**config.mk**
```make
export PLATFORM = sky130hd
export DESIGN_NAME = tudc_top
export DESIGN_NICKNAME = d
export VERILOG_FILES = /design/src/hdl/tudc_pkg.sv /design/src/hdl/tudc_count.sv /design/src/hdl/tudc_top.sv
export SDC_FILE = /design/constraint.sdc
export NUM_CORES = 1
export LEC_CHECK = 0
export BUFFER_PORTS_ARGS = -buffer_cell sky130_fd_sc_hd__buf_2
export CAP_MARGIN = 15
export CORE_ASPECT_RATIO = 0.7
export CORE_MARGIN = 5
export CORE_UTILIZATION = 48
export CTS_CLUSTER_SIZE = 14
export DETAILED_ROUTE_END_ITERATION = 10
export GPL_ROUTABILITY_DRIVEN = 0
export MAX_ROUTING_LAYER = met4
export PLACE_DENSITY_LB_ADDON = 0.2
export SETUP_SLACK_MARGIN = 0.02
export SKIP_CTS_REPAIR_TIMING = 1
export SYNTH_ARGS = -nofsm -noshare
export SYNTH_HDL_FRONTEND = slang
export SYNTH_SLANG_ARGS = --single-unit
```
**constraint.sdc**
```tcl
create_clock -name SYS_CLK -period 1.5 [get_ports SYS_CLK]
set_input_delay 0.45 -clock SYS_CLK [delete_from_list [all_inputs] [get_ports SYS_CLK]]
set_output_delay 0.45 -clock SYS_CLK [all_outputs]
set_load 0.03 [all_outputs]
```
**src/hdl/tudc_pkg.sv**
```systemverilog
// Purpose: Shared constants and types for the trigger debug and count block
// Assumes: 8-bit register port, 25 MHz bus clock
// Notes:   Register offsets are local choices (see hand-over)
package tudc_pkg;

  // ****************************************************
  // Register map
  // ****************************************************
  localparam logic [3:0] ADDR_COUNT    = 4'h0;
  localparam logic [3:0] ADDR_VALUE_HI = 4'h1;
  localparam logic [3:0] ADDR_VALUE_LO = 4'h2;
  localparam logic [3:0] ADDR_DEBUG    = 4'h3;
  localparam logic [3:0] ADDR_CONTROL  = 4'h4;
  localparam logic [3:0] ADDR_STATUS   = 4'h5;
  localparam logic [3:0] ADDR_MASK     = 4'h6;

  // ****************************************************
  // Debug register fields
  // ****************************************************
  localparam int BIT_RELOAD_PE   = 6;
  localparam int BIT_TRIG1_PE    = 5;
  localparam int BIT_TRIG0_PE    = 4;
  localparam int BIT_FORCE_RLD   = 2;
  localparam int BIT_FORCE_TRIG1 = 1;
  localparam int BIT_FORCE_TRIG0 = 0;
  localparam logic [7:0] DEBUG_PE_MASK = 8'h70;

  // ****************************************************
  // Control register fields
  // ****************************************************
  localparam int BIT_GEN0_EN = 0;
  localparam int BIT_GEN1_EN = 1;

  // ****************************************************
  // Status register fields (sticky events)
  // ****************************************************
  localparam int BIT_EV_RELOAD = 0;
  localparam int BIT_EV_TRIG0  = 1;
  localparam int BIT_EV_TRIG1  = 2;
  localparam int BIT_EV_WRAP   = 3;
  localparam int EV_WIDTH      = 4;

  // ****************************************************
  // Counts and resets
  // ****************************************************
  localparam int            TRIG_WRAP      = 32;
  localparam logic [7:0]    RESET_BYTE     = 8'h00;
  localparam logic [15:0]   RESET_VALUE    = 16'h0000;

  typedef struct packed {
    logic [3:0] addr;
    logic [7:0] wdata;
    logic       wr;
    logic       rd;
  } tudc_bus_t;

  typedef struct packed {
    logic stop;
    logic freeze;
    logic special;
  } tudc_mode_t;

endpackage

```
**src/hdl/tudc_count.sv**
```systemverilog
// Purpose: Trigger counter of the second generator, wraps to zero
// Assumes: Inputs are synchronous to the clock
// Notes:   Clear has priority over increment in the same cycle
`timescale 1ns/1ps
`default_nettype none
module tudc_count
#(
  parameter int WRAP = tudc_pkg::TRIG_WRAP
)
(
  // Clock and reset
  input  wire logic       clk,
  input  wire logic       rst_n,
  // Events
  input  wire logic       clear,
  input  wire logic       incr,
  // State
  output logic [7:0]      count,
  output logic            wrap
);

  // The count is 8 bits wide, so the wrap point must fit below 256
  if (WRAP < 2 || WRAP > 255)
  begin : g_wrap_check
    $error("tudc_count: WRAP out of range");
  end

  logic [7:0] next_count;

  always_comb
  begin
    next_count = count;
    wrap       = 1'b0;
    if (clear)
      next_count = tudc_pkg::RESET_BYTE;
    else if (incr)
    begin
      if (count == 8'(WRAP - 1))
      begin
        next_count = tudc_pkg::RESET_BYTE;
        wrap       = 1'b1;
      end
      else
        next_count = count + 8'h01;
    end
  end

  always_ff @(posedge clk or negedge rst_n)
  begin
    if (!rst_n)
      count <= tudc_pkg::RESET_BYTE;
    else
      count <= next_count;
  end

endmodule
`default_nettype wire

```
**src/hdl/tudc_top.sv**
```systemverilog
// Purpose: Debug and status part of a two-generator trigger unit
// Assumes: 8-bit register port, reads answered one cycle later
// Notes:   Generator list engine is outside; its triggers arrive as pulses
//
// The register addresses and the plain strobed port were chosen for this implementation.
`timescale 1ns/1ps
`default_nettype none
module tudc_top
(
  // Clock and reset
  input  wire logic        SYS_CLK,
  input  wire logic        RESETN,
  // Register port
  input  wire logic [3:0]  ADDR,
  input  wire logic [7:0]  WDATA,
  input  wire logic        WR,
  input  wire logic        RD,
  output logic [7:0]       RDATA,
  // Chip mode
  input  wire logic        SPECIAL_MODE,
  input  wire logic        STOP_MODE,
  input  wire logic        FREEZE_MODE,
  // Trigger engine side
  input  wire logic        LIST_TRIG0,
  input  wire logic        LIST_TRIG1,
  input  wire logic        LIST_RELOAD,
  input  wire logic [15:0] TRIG_VALUE,
  // Outputs
  output logic             RELOAD_PULSE,
  output logic             TRIG0_PULSE,
  output logic             TRIG1_PULSE,
  output logic             RELOAD_PIN,
  output logic             FIRST_TRIGGER_PIN,
  output logic             SECOND_TRIGGER_PIN,
  output logic             RELOAD_INTERRUPT_FLAG,
  output logic             UNIT_ACTIVE,
  output logic             IRQ
);

  // ****************************************************
  // Bus decode
  // ****************************************************
  tudc_pkg::tudc_bus_t  bus;
  tudc_pkg::tudc_mode_t mode;

  assign bus  = '{addr: ADDR, wdata: WDATA, wr: WR, rd: RD};
  assign mode = '{stop: STOP_MODE, freeze: FREEZE_MODE,
                  special: SPECIAL_MODE};

  function automatic logic hit(input tudc_pkg::tudc_bus_t b,
                               input logic [3:0] a);
    hit = b.wr && (b.addr == a);
  endfunction

  // ****************************************************
  // Software state
  // ****************************************************
  logic [2:0]  pin_en;
  logic [1:0]  gen_en;
  logic [3:0]  irq_mask;
  logic        force_rld;
  logic        force_t0;
  logic        force_t1;
  logic [2:0]  next_pin_en;
  logic [1:0]  next_gen_en;
  logic [3:0]  next_irq_mask;
  logic        next_force_rld;
  logic        next_force_t0;
  logic        next_force_t1;
  logic        dbg_wr;
  logic        any_en;
  logic        halted;

  assign any_en  = |gen_en;
  assign halted  = mode.stop || mode.freeze;
  assign dbg_wr  = hit(bus, tudc_pkg::ADDR_DEBUG) && mode.special;

  always_comb
  begin
    next_pin_en    = pin_en;
    next_gen_en    = gen_en;
    next_irq_mask  = irq_mask;
    next_force_rld = 1'b0;
    next_force_t0  = 1'b0;
    next_force_t1  = 1'b0;
    if (dbg_wr)
    begin
      next_pin_en = {bus.wdata[tudc_pkg::BIT_RELOAD_PE],
                     bus.wdata[tudc_pkg::BIT_TRIG1_PE],
                     bus.wdata[tudc_pkg::BIT_TRIG0_PE]};
      // Force bits are strobes: zeros written do nothing
      next_force_rld = bus.wdata[tudc_pkg::BIT_FORCE_RLD] && any_en
                       && !halted;
      next_force_t1  = bus.wdata[tudc_pkg::BIT_FORCE_TRIG1]
                       && gen_en[tudc_pkg::BIT_GEN1_EN]
                       && !halted;
      next_force_t0  = bus.wdata[tudc_pkg::BIT_FORCE_TRIG0]
                       && gen_en[tudc_pkg::BIT_GEN0_EN]
                       && !halted;
    end
    if (hit(bus, tudc_pkg::ADDR_CONTROL))
      next_gen_en = bus.wdata[1:0];
    if (hit(bus, tudc_pkg::ADDR_MASK))
      next_irq_mask = bus.wdata[3:0];
  end

  always_ff @(posedge SYS_CLK or negedge RESETN)
  begin
    if (!RESETN)
    begin
      pin_en    <= 3'h0;
      gen_en    <= 2'h0;
      irq_mask  <= 4'h0;
      force_rld <= 1'b0;
      force_t0  <= 1'b0;
      force_t1  <= 1'b0;
    end
    else
    begin
      pin_en    <= next_pin_en;
      gen_en    <= next_gen_en;
      irq_mask  <= next_irq_mask;
      force_rld <= next_force_rld;
      force_t0  <= next_force_t0;
      force_t1  <= next_force_t1;
    end
  end

  // ****************************************************
  // Event merge
  // ****************************************************
  logic list_rld;
  logic ev_rld;
  logic ev_t0;
  logic ev_t1;

  // List events only count while the unit runs
  assign list_rld = LIST_RELOAD && any_en;
  assign ev_rld   = list_rld || force_rld;
  assign ev_t0    = (LIST_TRIG0 && gen_en[tudc_pkg::BIT_GEN0_EN])
                    || force_t0;
  assign ev_t1    = (LIST_TRIG1 && gen_en[tudc_pkg::BIT_GEN1_EN])
                    || force_t1;

  logic [7:0] count;
  logic       wrap;

  tudc_count
  #(
    .WRAP (tudc_pkg::TRIG_WRAP)
  )
  u_count
  (
    .clk   (SYS_CLK),
    .rst_n (RESETN),
    .clear (ev_rld),
    .incr  (ev_t1),
    .count (count),
    .wrap  (wrap)
  );

  // ****************************************************
  // Outputs, flags and value capture
  // ****************************************************
  logic [15:0] value;
  logic        rld_flag;
  logic [3:0]  status;
  logic [7:0]  rd_mux;
  logic [15:0] next_value;
  logic        next_rld_flag;
  logic [3:0]  next_status;
  logic [3:0]  ev_vec;
  logic        rd_status;
  logic        next_rld_pulse;
  logic        next_t0_pulse;
  logic        next_t1_pulse;

  assign rd_status = bus.rd && (bus.addr == tudc_pkg::ADDR_STATUS);
  assign ev_vec    = {wrap, ev_t1, ev_t0, ev_rld};

  always_comb
  begin
    next_value     = ev_t1 ? TRIG_VALUE : value;
    // Only list reloads raise the flag, never a forced one
    next_rld_flag  = rld_flag || list_rld;
    if (hit(bus, tudc_pkg::ADDR_STATUS) && !list_rld)
      next_rld_flag = 1'b0;
    next_status    = (rd_status ? 4'h0 : status) | ev_vec;
    next_rld_pulse = ev_rld;
    next_t0_pulse  = ev_t0;
    next_t1_pulse  = ev_t1;
    case (bus.addr)
      tudc_pkg::ADDR_COUNT:    rd_mux = count;
      tudc_pkg::ADDR_VALUE_HI: rd_mux = value[15:8];
      tudc_pkg::ADDR_VALUE_LO: rd_mux = value[7:0];
      tudc_pkg::ADDR_DEBUG:
        rd_mux = {1'b0, pin_en, 4'h0};
      tudc_pkg::ADDR_CONTROL:  rd_mux = {6'h00, gen_en};
      tudc_pkg::ADDR_STATUS:   rd_mux = {3'h0, rld_flag, status};
      tudc_pkg::ADDR_MASK:     rd_mux = {4'h0, irq_mask};
      default:                 rd_mux = tudc_pkg::RESET_BYTE;
    endcase
  end

  always_ff @(posedge SYS_CLK or negedge RESETN)
  begin
    if (!RESETN)
    begin
      value        <= 16'h0000;
      rld_flag     <= 1'b0;
      status       <= 4'h0;
      RDATA        <= 8'h00;
      RELOAD_PULSE <= 1'b0;
      TRIG0_PULSE  <= 1'b0;
      TRIG1_PULSE  <= 1'b0;
    end
    else
    begin
      value        <= next_value;
      rld_flag     <= next_rld_flag;
      status       <= next_status;
      RDATA        <= bus.rd ? rd_mux : tudc_pkg::RESET_BYTE;
      RELOAD_PULSE <= next_rld_pulse;
      TRIG0_PULSE  <= next_t0_pulse;
      TRIG1_PULSE  <= next_t1_pulse;
    end
  end

  assign RELOAD_PIN         = RELOAD_PULSE && pin_en[2];
  assign SECOND_TRIGGER_PIN = TRIG1_PULSE && pin_en[1];
  assign FIRST_TRIGGER_PIN  = TRIG0_PULSE && pin_en[0];
  assign RELOAD_INTERRUPT_FLAG = rld_flag;
  assign UNIT_ACTIVE        = any_en;
  assign IRQ                = |(status & irq_mask);

endmodule
`default_nettype wire

```
# After elaboration in Yosys (flattened, before gate mapping)
# Index checks and enable logic that the tools add are counted.
[word_totals] wordCells=67 out_inout_bits=17 regBits=52
[op_classes] n_addsub=1 n_bitwise=2 n_reduce_logical=30 mux=13 eq_ne=7
[ops] cell="8-bit one-hot mux with 7 select lines" count=1
[ops] cell="8-bit two-way mux" count=4
[ops] cell="1-bit logical AND" count=19
[ops] cell="4-bit by 3-bit equality test with 1-bit output, second input constant" count=3
[ops] cell="8-bit by 1-bit adder with 8-bit output, second input constant" count=1
[ops] cell="4-bit by 2-bit equality test with 1-bit output, second input constant" count=2
[ops] cell="8-bit by 5-bit equality test with 1-bit output, second input constant" count=1
[ops] cell="1-bit two-way mux" count=7
[ops] cell="1-bit logical OR" count=5
[ops] cell="4-bit AND" count=1
[ops] cell="4-bit by 1-bit equality test with 1-bit output, second input constant" count=1
[ops] cell="4-bit zero test" count=1
[ops] cell="4-bit two-way mux" count=1
[ops] cell="4-bit OR" count=1
[ops] cell="4-bit OR reduction" count=1
[ops] cell="1-bit zero test" count=2
[ops] cell="2-bit nonzero test" count=1
[ops] cell="2-bit OR reduction" count=1

# Longest topological paths before layout
[logic_depth] ltp_word=5 ltp_mapped=6

# By module
# Synthesis repeated with hierarchy kept, for this count alone.
[hier_totals] cells_unflattened=229 area_unflattened_um2=2453.6
[by_module_without_submodules] module="tudc_top" instances=1 cells_per_inst=185 area_per_inst_um2=1998.2
[by_module_without_submodules] module="tudc_count" instances=1 cells_per_inst=44 area_per_inst_um2=455.4

# Worst setup path after synthesis
# No wires, ideal clock.
[synth_path] path_type="register to register" start="register gen_en[1]" end="register u_count.count[7]" stages_incl_launch_ff=4 n_path_buf=0 path_slack_ps=-60 arrival_time_ps=1459 path_cell_list="dfrtp_1 > or2_1 > a2111o_1 > o32ai_1"
[synth_via] elab_chain_cells=4
[synth_rtl] item="start: declaration" line_no="tudc_top.sv:59" text="logic [1:0] gen_en;"
[synth_rtl] item="start signal: assignment" line_no="tudc_top.sv:121" text="gen_en <= next_gen_en;"
[synth_rtl] item="2-bit OR reduction *" line_no="tudc_top.sv:74" text="assign any_en = |gen_en;"
[synth_rtl] item="net UNIT_ACTIVE" line_no="tudc_top.sv:36" text="output logic UNIT_ACTIVE,"
[synth_rtl] item="1-bit logical AND *" line_no="tudc_top.sv:138" text="assign list_rld = LIST_RELOAD && any_en;"
[synth_rtl] item="1-bit logical OR *" line_no="tudc_top.sv:139" text="assign ev_rld = list_rld || force_rld;"
[synth_rtl] item="8-bit two-way mux or 2-bit nonzero test (tied branches)"
[synth_rtl] item="end signal: assignment" line_no="tudc_count.sv:51" text="count <= tudc_pkg::RESET_BYTE;"
[synth_rtl] item="end signal: assignment" line_no="tudc_count.sv:53" text="count <= next_count;"
[synth_rtl] item="end: declaration" line_no="tudc_count.sv:18" text="output logic [7:0] count,"
# The timed path passes the listed nets; every way through them passes the cells marked *.
# A chain may end at the register's enable or synchronous reset.

# Worst setup path after layout
[layout_path] start="register irq_mask[1]" end="output IRQ"
[layout_via] elab_chain_cells=2
[layout_rtl] item="start: declaration" line_no="tudc_top.sv:60" text="logic [3:0] irq_mask;"
[layout_rtl] item="start signal: assignment" line_no="tudc_top.sv:122" text="irq_mask <= next_irq_mask;"
[layout_rtl] item="4-bit AND" line_no="tudc_top.sv:234" text="assign IRQ = |(status & irq_mask);"
[layout_rtl] item="4-bit OR reduction" line_no="tudc_top.sv:234"
[layout_rtl] item="end: declaration" line_no="tudc_top.sv:37" text="output logic IRQ"
# No other way between the ends.

==> impl_metrics.json <==
{
  "vias": 2091,
  "met3_usage": 0.03471,
  "drive_gt1_frac": 0.3926,
  "p_seq_frac": 0.458,
  "rows": 21,
  "ys_seq_elements": 52,
  "hold_slack_ns": 0.1113,
  "synthTopCellsByArea": "dfrtp_1 53%, nand2_1 10%, mux2_2 5.1%, mux4_2 2.8%, nand3b_1 2.2%",
  "yosys.area.top_type_share": 0.5333,
  "routed_wl_mm": 6.243,
  "power_density_mw_per_mm2": 1225,
  "fin_skew_ns": 0.01254,
  "cts.sinks": 52,
  "grt_util_met1": 0.2876,
  "yosysSeqAreaShare": 0.5333,
  "syn-num-nets": 276,
  "grt-busiest-layer": "met2",
  "p_switching_mw": 1.194,
  "die_y_um": 69.65,
  "dr.pass1.iters": 4,
  "power_frac_clock": 0.279,
  "syn_inst": 237,
  "finalWorstSetupSlack_ns": -0.1122,
  "diodes": 0,
  "power.share.combinational": 0.263,
  "synth_edf_count": 0,
  "period_needed_ns": 1.612,
  "grt_pass1_vias": 2041,
  "dp_hpwl_mm": 4.611,
  "slowest_delay_ns": 0.42,
  "crit_required_ns": 1.05,
  "finalCritPeriodShare": 1.075,
  "slowest_stage": "dfrtp_1",
  "power.internal_mw": 2.820,
  "synth_common_cells": "65 x nand2_1, 52 x dfrtp_1, 11 x mux2_2",
  "hold_class": "in -> async",
  "clock_latency_ns": 0.31,
  "htreeDepth": 2,
  "grt_max_degree": 53,
  "avgRoutedWirePerCell_um": 15.81,
  "core_area_mm2": 0.004861,
  "setup.worst_path.start_class": "register",
  "yosysWarnings": 0,
  "area_growth_pct": 34.31,
  "die_w_um": 95.22,
  "drt_iter0_drc": 76,
  "rsz0062_at_grt": "yes",
  "synth.largest_area_cell": "dfrtp_1",
  "swShare": 0.2974,
  "vias_per_cell": 5.294,
  "synth_ff_type": "dfrtp_1",
  "antenna_found_initial": 0,
  "grt_usage": 0.1975,
  "status": "finished, violations left",
  "arrival_ns": 1.16,
  "avgSynthCellArea_um2": 10.29,
  "fin_tns_setup_ns": -0.2148,
  "io_pins": 55,
  "fmax_ghz": 0.6203,
  "nets": 365,
  "dieArea_mm2": 0.006632,
  "setup_viol": 2,
  "tritoncts": "yes",
  "yosysUniqueCellTypes": 43,
  "slew_violations": 0,
  "grt_remaining_overflow": 0,
  "cts_max_path_buffers": 2,
  "hold_viol": 0,
  "syn_area_mm2": 0.002440,
  "slew_headroom": 0.7268,
  "initial_utilization": 0.5019,
  "maxCapViolations": 0,
  "ant_nets": 0,
  "p_leak_nw": 1.596,
  "worst_slew_pin_slew_ns": 0.4099,
  "cp-end-kind": "output port",
  "crit_chain": "a22oi_2 -> nand2_1 -> buf_6",
  "grt_pass1_wl_mm": 9.894,
  "synth.most_common_cell": "nand2_1",
  "path_class": "reg -> out",
  "peakVddDrop_mv": 0.6998,
  "async_flop_share": 1.000,
  "gr-usage-met2": 0.2901,
  "port_buffers": 53,
  "cts_made_buffers": 5,
  "drc": 0,
  "clk_pin_slew_ns": 0.10,
  "worst-path-max-fanout": 3,
  "cts_root_buffer": "clkbuf_8",
  "violations": "setup timing"
}
[stage by stage]
step                setup slack, ns    util  std cells  instance area, um^2  power [mW]
floorplan                   0.01466       -        237                 2459       2.391
global placement            -0.1661  0.6260        380                 3043       2.790
detailed placement          -0.2202  0.6260        380                 3043       2.824
CTS                         -0.1578  0.6525        387                 3172       3.934
global route                -0.1795  0.6741        395                 3277       4.230
finish                      -0.1122  0.6741        395                 3277       4.014
[flip-flops by register name, indices dropped and copies added, names as in the netlist, 2 cells and up]
register       cells
RDATA              8
gen_en             2
irq_mask           4
pin_en             3
status             4
u_count.count      8
value             16
[final cells by class]
cell class	instances	area (um^2)
inverters	6	22.52
clock buffers	5	68.82
multi-input cells	167	1102
repair buffers	94	635.6
flip-flops and latches	52	1301
fillers	393	1584
well taps	69	86.33
clock inverters	2	60.06
[worst max-delay path, delay by kind of cell (launching register included)]
| family | cells | cell delay [ns] |
|---|---|---|
| AOI/OAI and AO/OA | 1 | 0.20 |
| DFF | 1 | 0.42 |
| buffers and inverters | 1 | 0.15 |
| and+or+nand+nor | 1 | 0.09 |
[path summary, 6_finish.rpt]
kind | endpoint | depth (start not counted) | slack [ns] | startpoint
max | IRQ | 3 | -0.11 | irq_mask[1]
min | force_t0 | 2 | 0.11 | RESETN
max reg2reg | u_count.count[0] | 4 | 0.02 | u_count.count[0]
min reg2reg | TRIG0_PULSE | 1 | 0.46 | force_t0
max in group asynchronous | RDATA[4] | 2 | 1.13 | RESETN
min in group SYS_CLK | force_t0 | 2 | 0.32 | FREEZE_MODE
[power by group through the flow]
| stage | sequential, mW | combinational [mW] | clock, mW |
|---|---|---|---|
| finish | 1.84 | 1.05 | 1.12 |
| floorplan | 1.87 | 0.522 | 0 |
| detailed placement | 1.86 | 0.965 | 0 |
| CTS | 1.83 | 0.974 | 1.13 |
| global placement | 1.85 | 0.942 | 0 |
| global route | 1.87 | 1.17 | 1.19 |
[routing by layer]
metal,share of wire,wire (um),vias to the layer above
met4,0.0046,29,0
met1,0.50,3110,1027
li1,-,-,1014
met3,0.048,302,4
met5,0,0,-
met2,0.45,2800,46
[cells in the final DEF (no fill, tap or decap), types with 3 or more instances in the layout]
master    instances
mux4_2            3
nor3b_1           3
o211ai_1          4
a21o_1            4
inv_1             6
a21oi_1           7
clkbuf_8          5
mux2i_1           4
and3_1            4
nand3_1           4
buf_6             4
buf_2            49
buf_4            38
nand2_1          65
buf_12            3
mux2_2           11
nor4_1            3
nand3b_1          7
dfrtp_1          52
o21ai_0           5
or4_1             5
[cell families after synthesis]
family / after synthesis / synth area share
compound gates: 38 / 0.1072
simple gates: 110 / 0.2272
mux: 18 / 0.09487
fa+ha+maj: 1 / 0.005127
buf+inv: 18 / 0.03231
flops: 52 / 0.5333
Note: power is estimated with default switching activity, not from simulation.
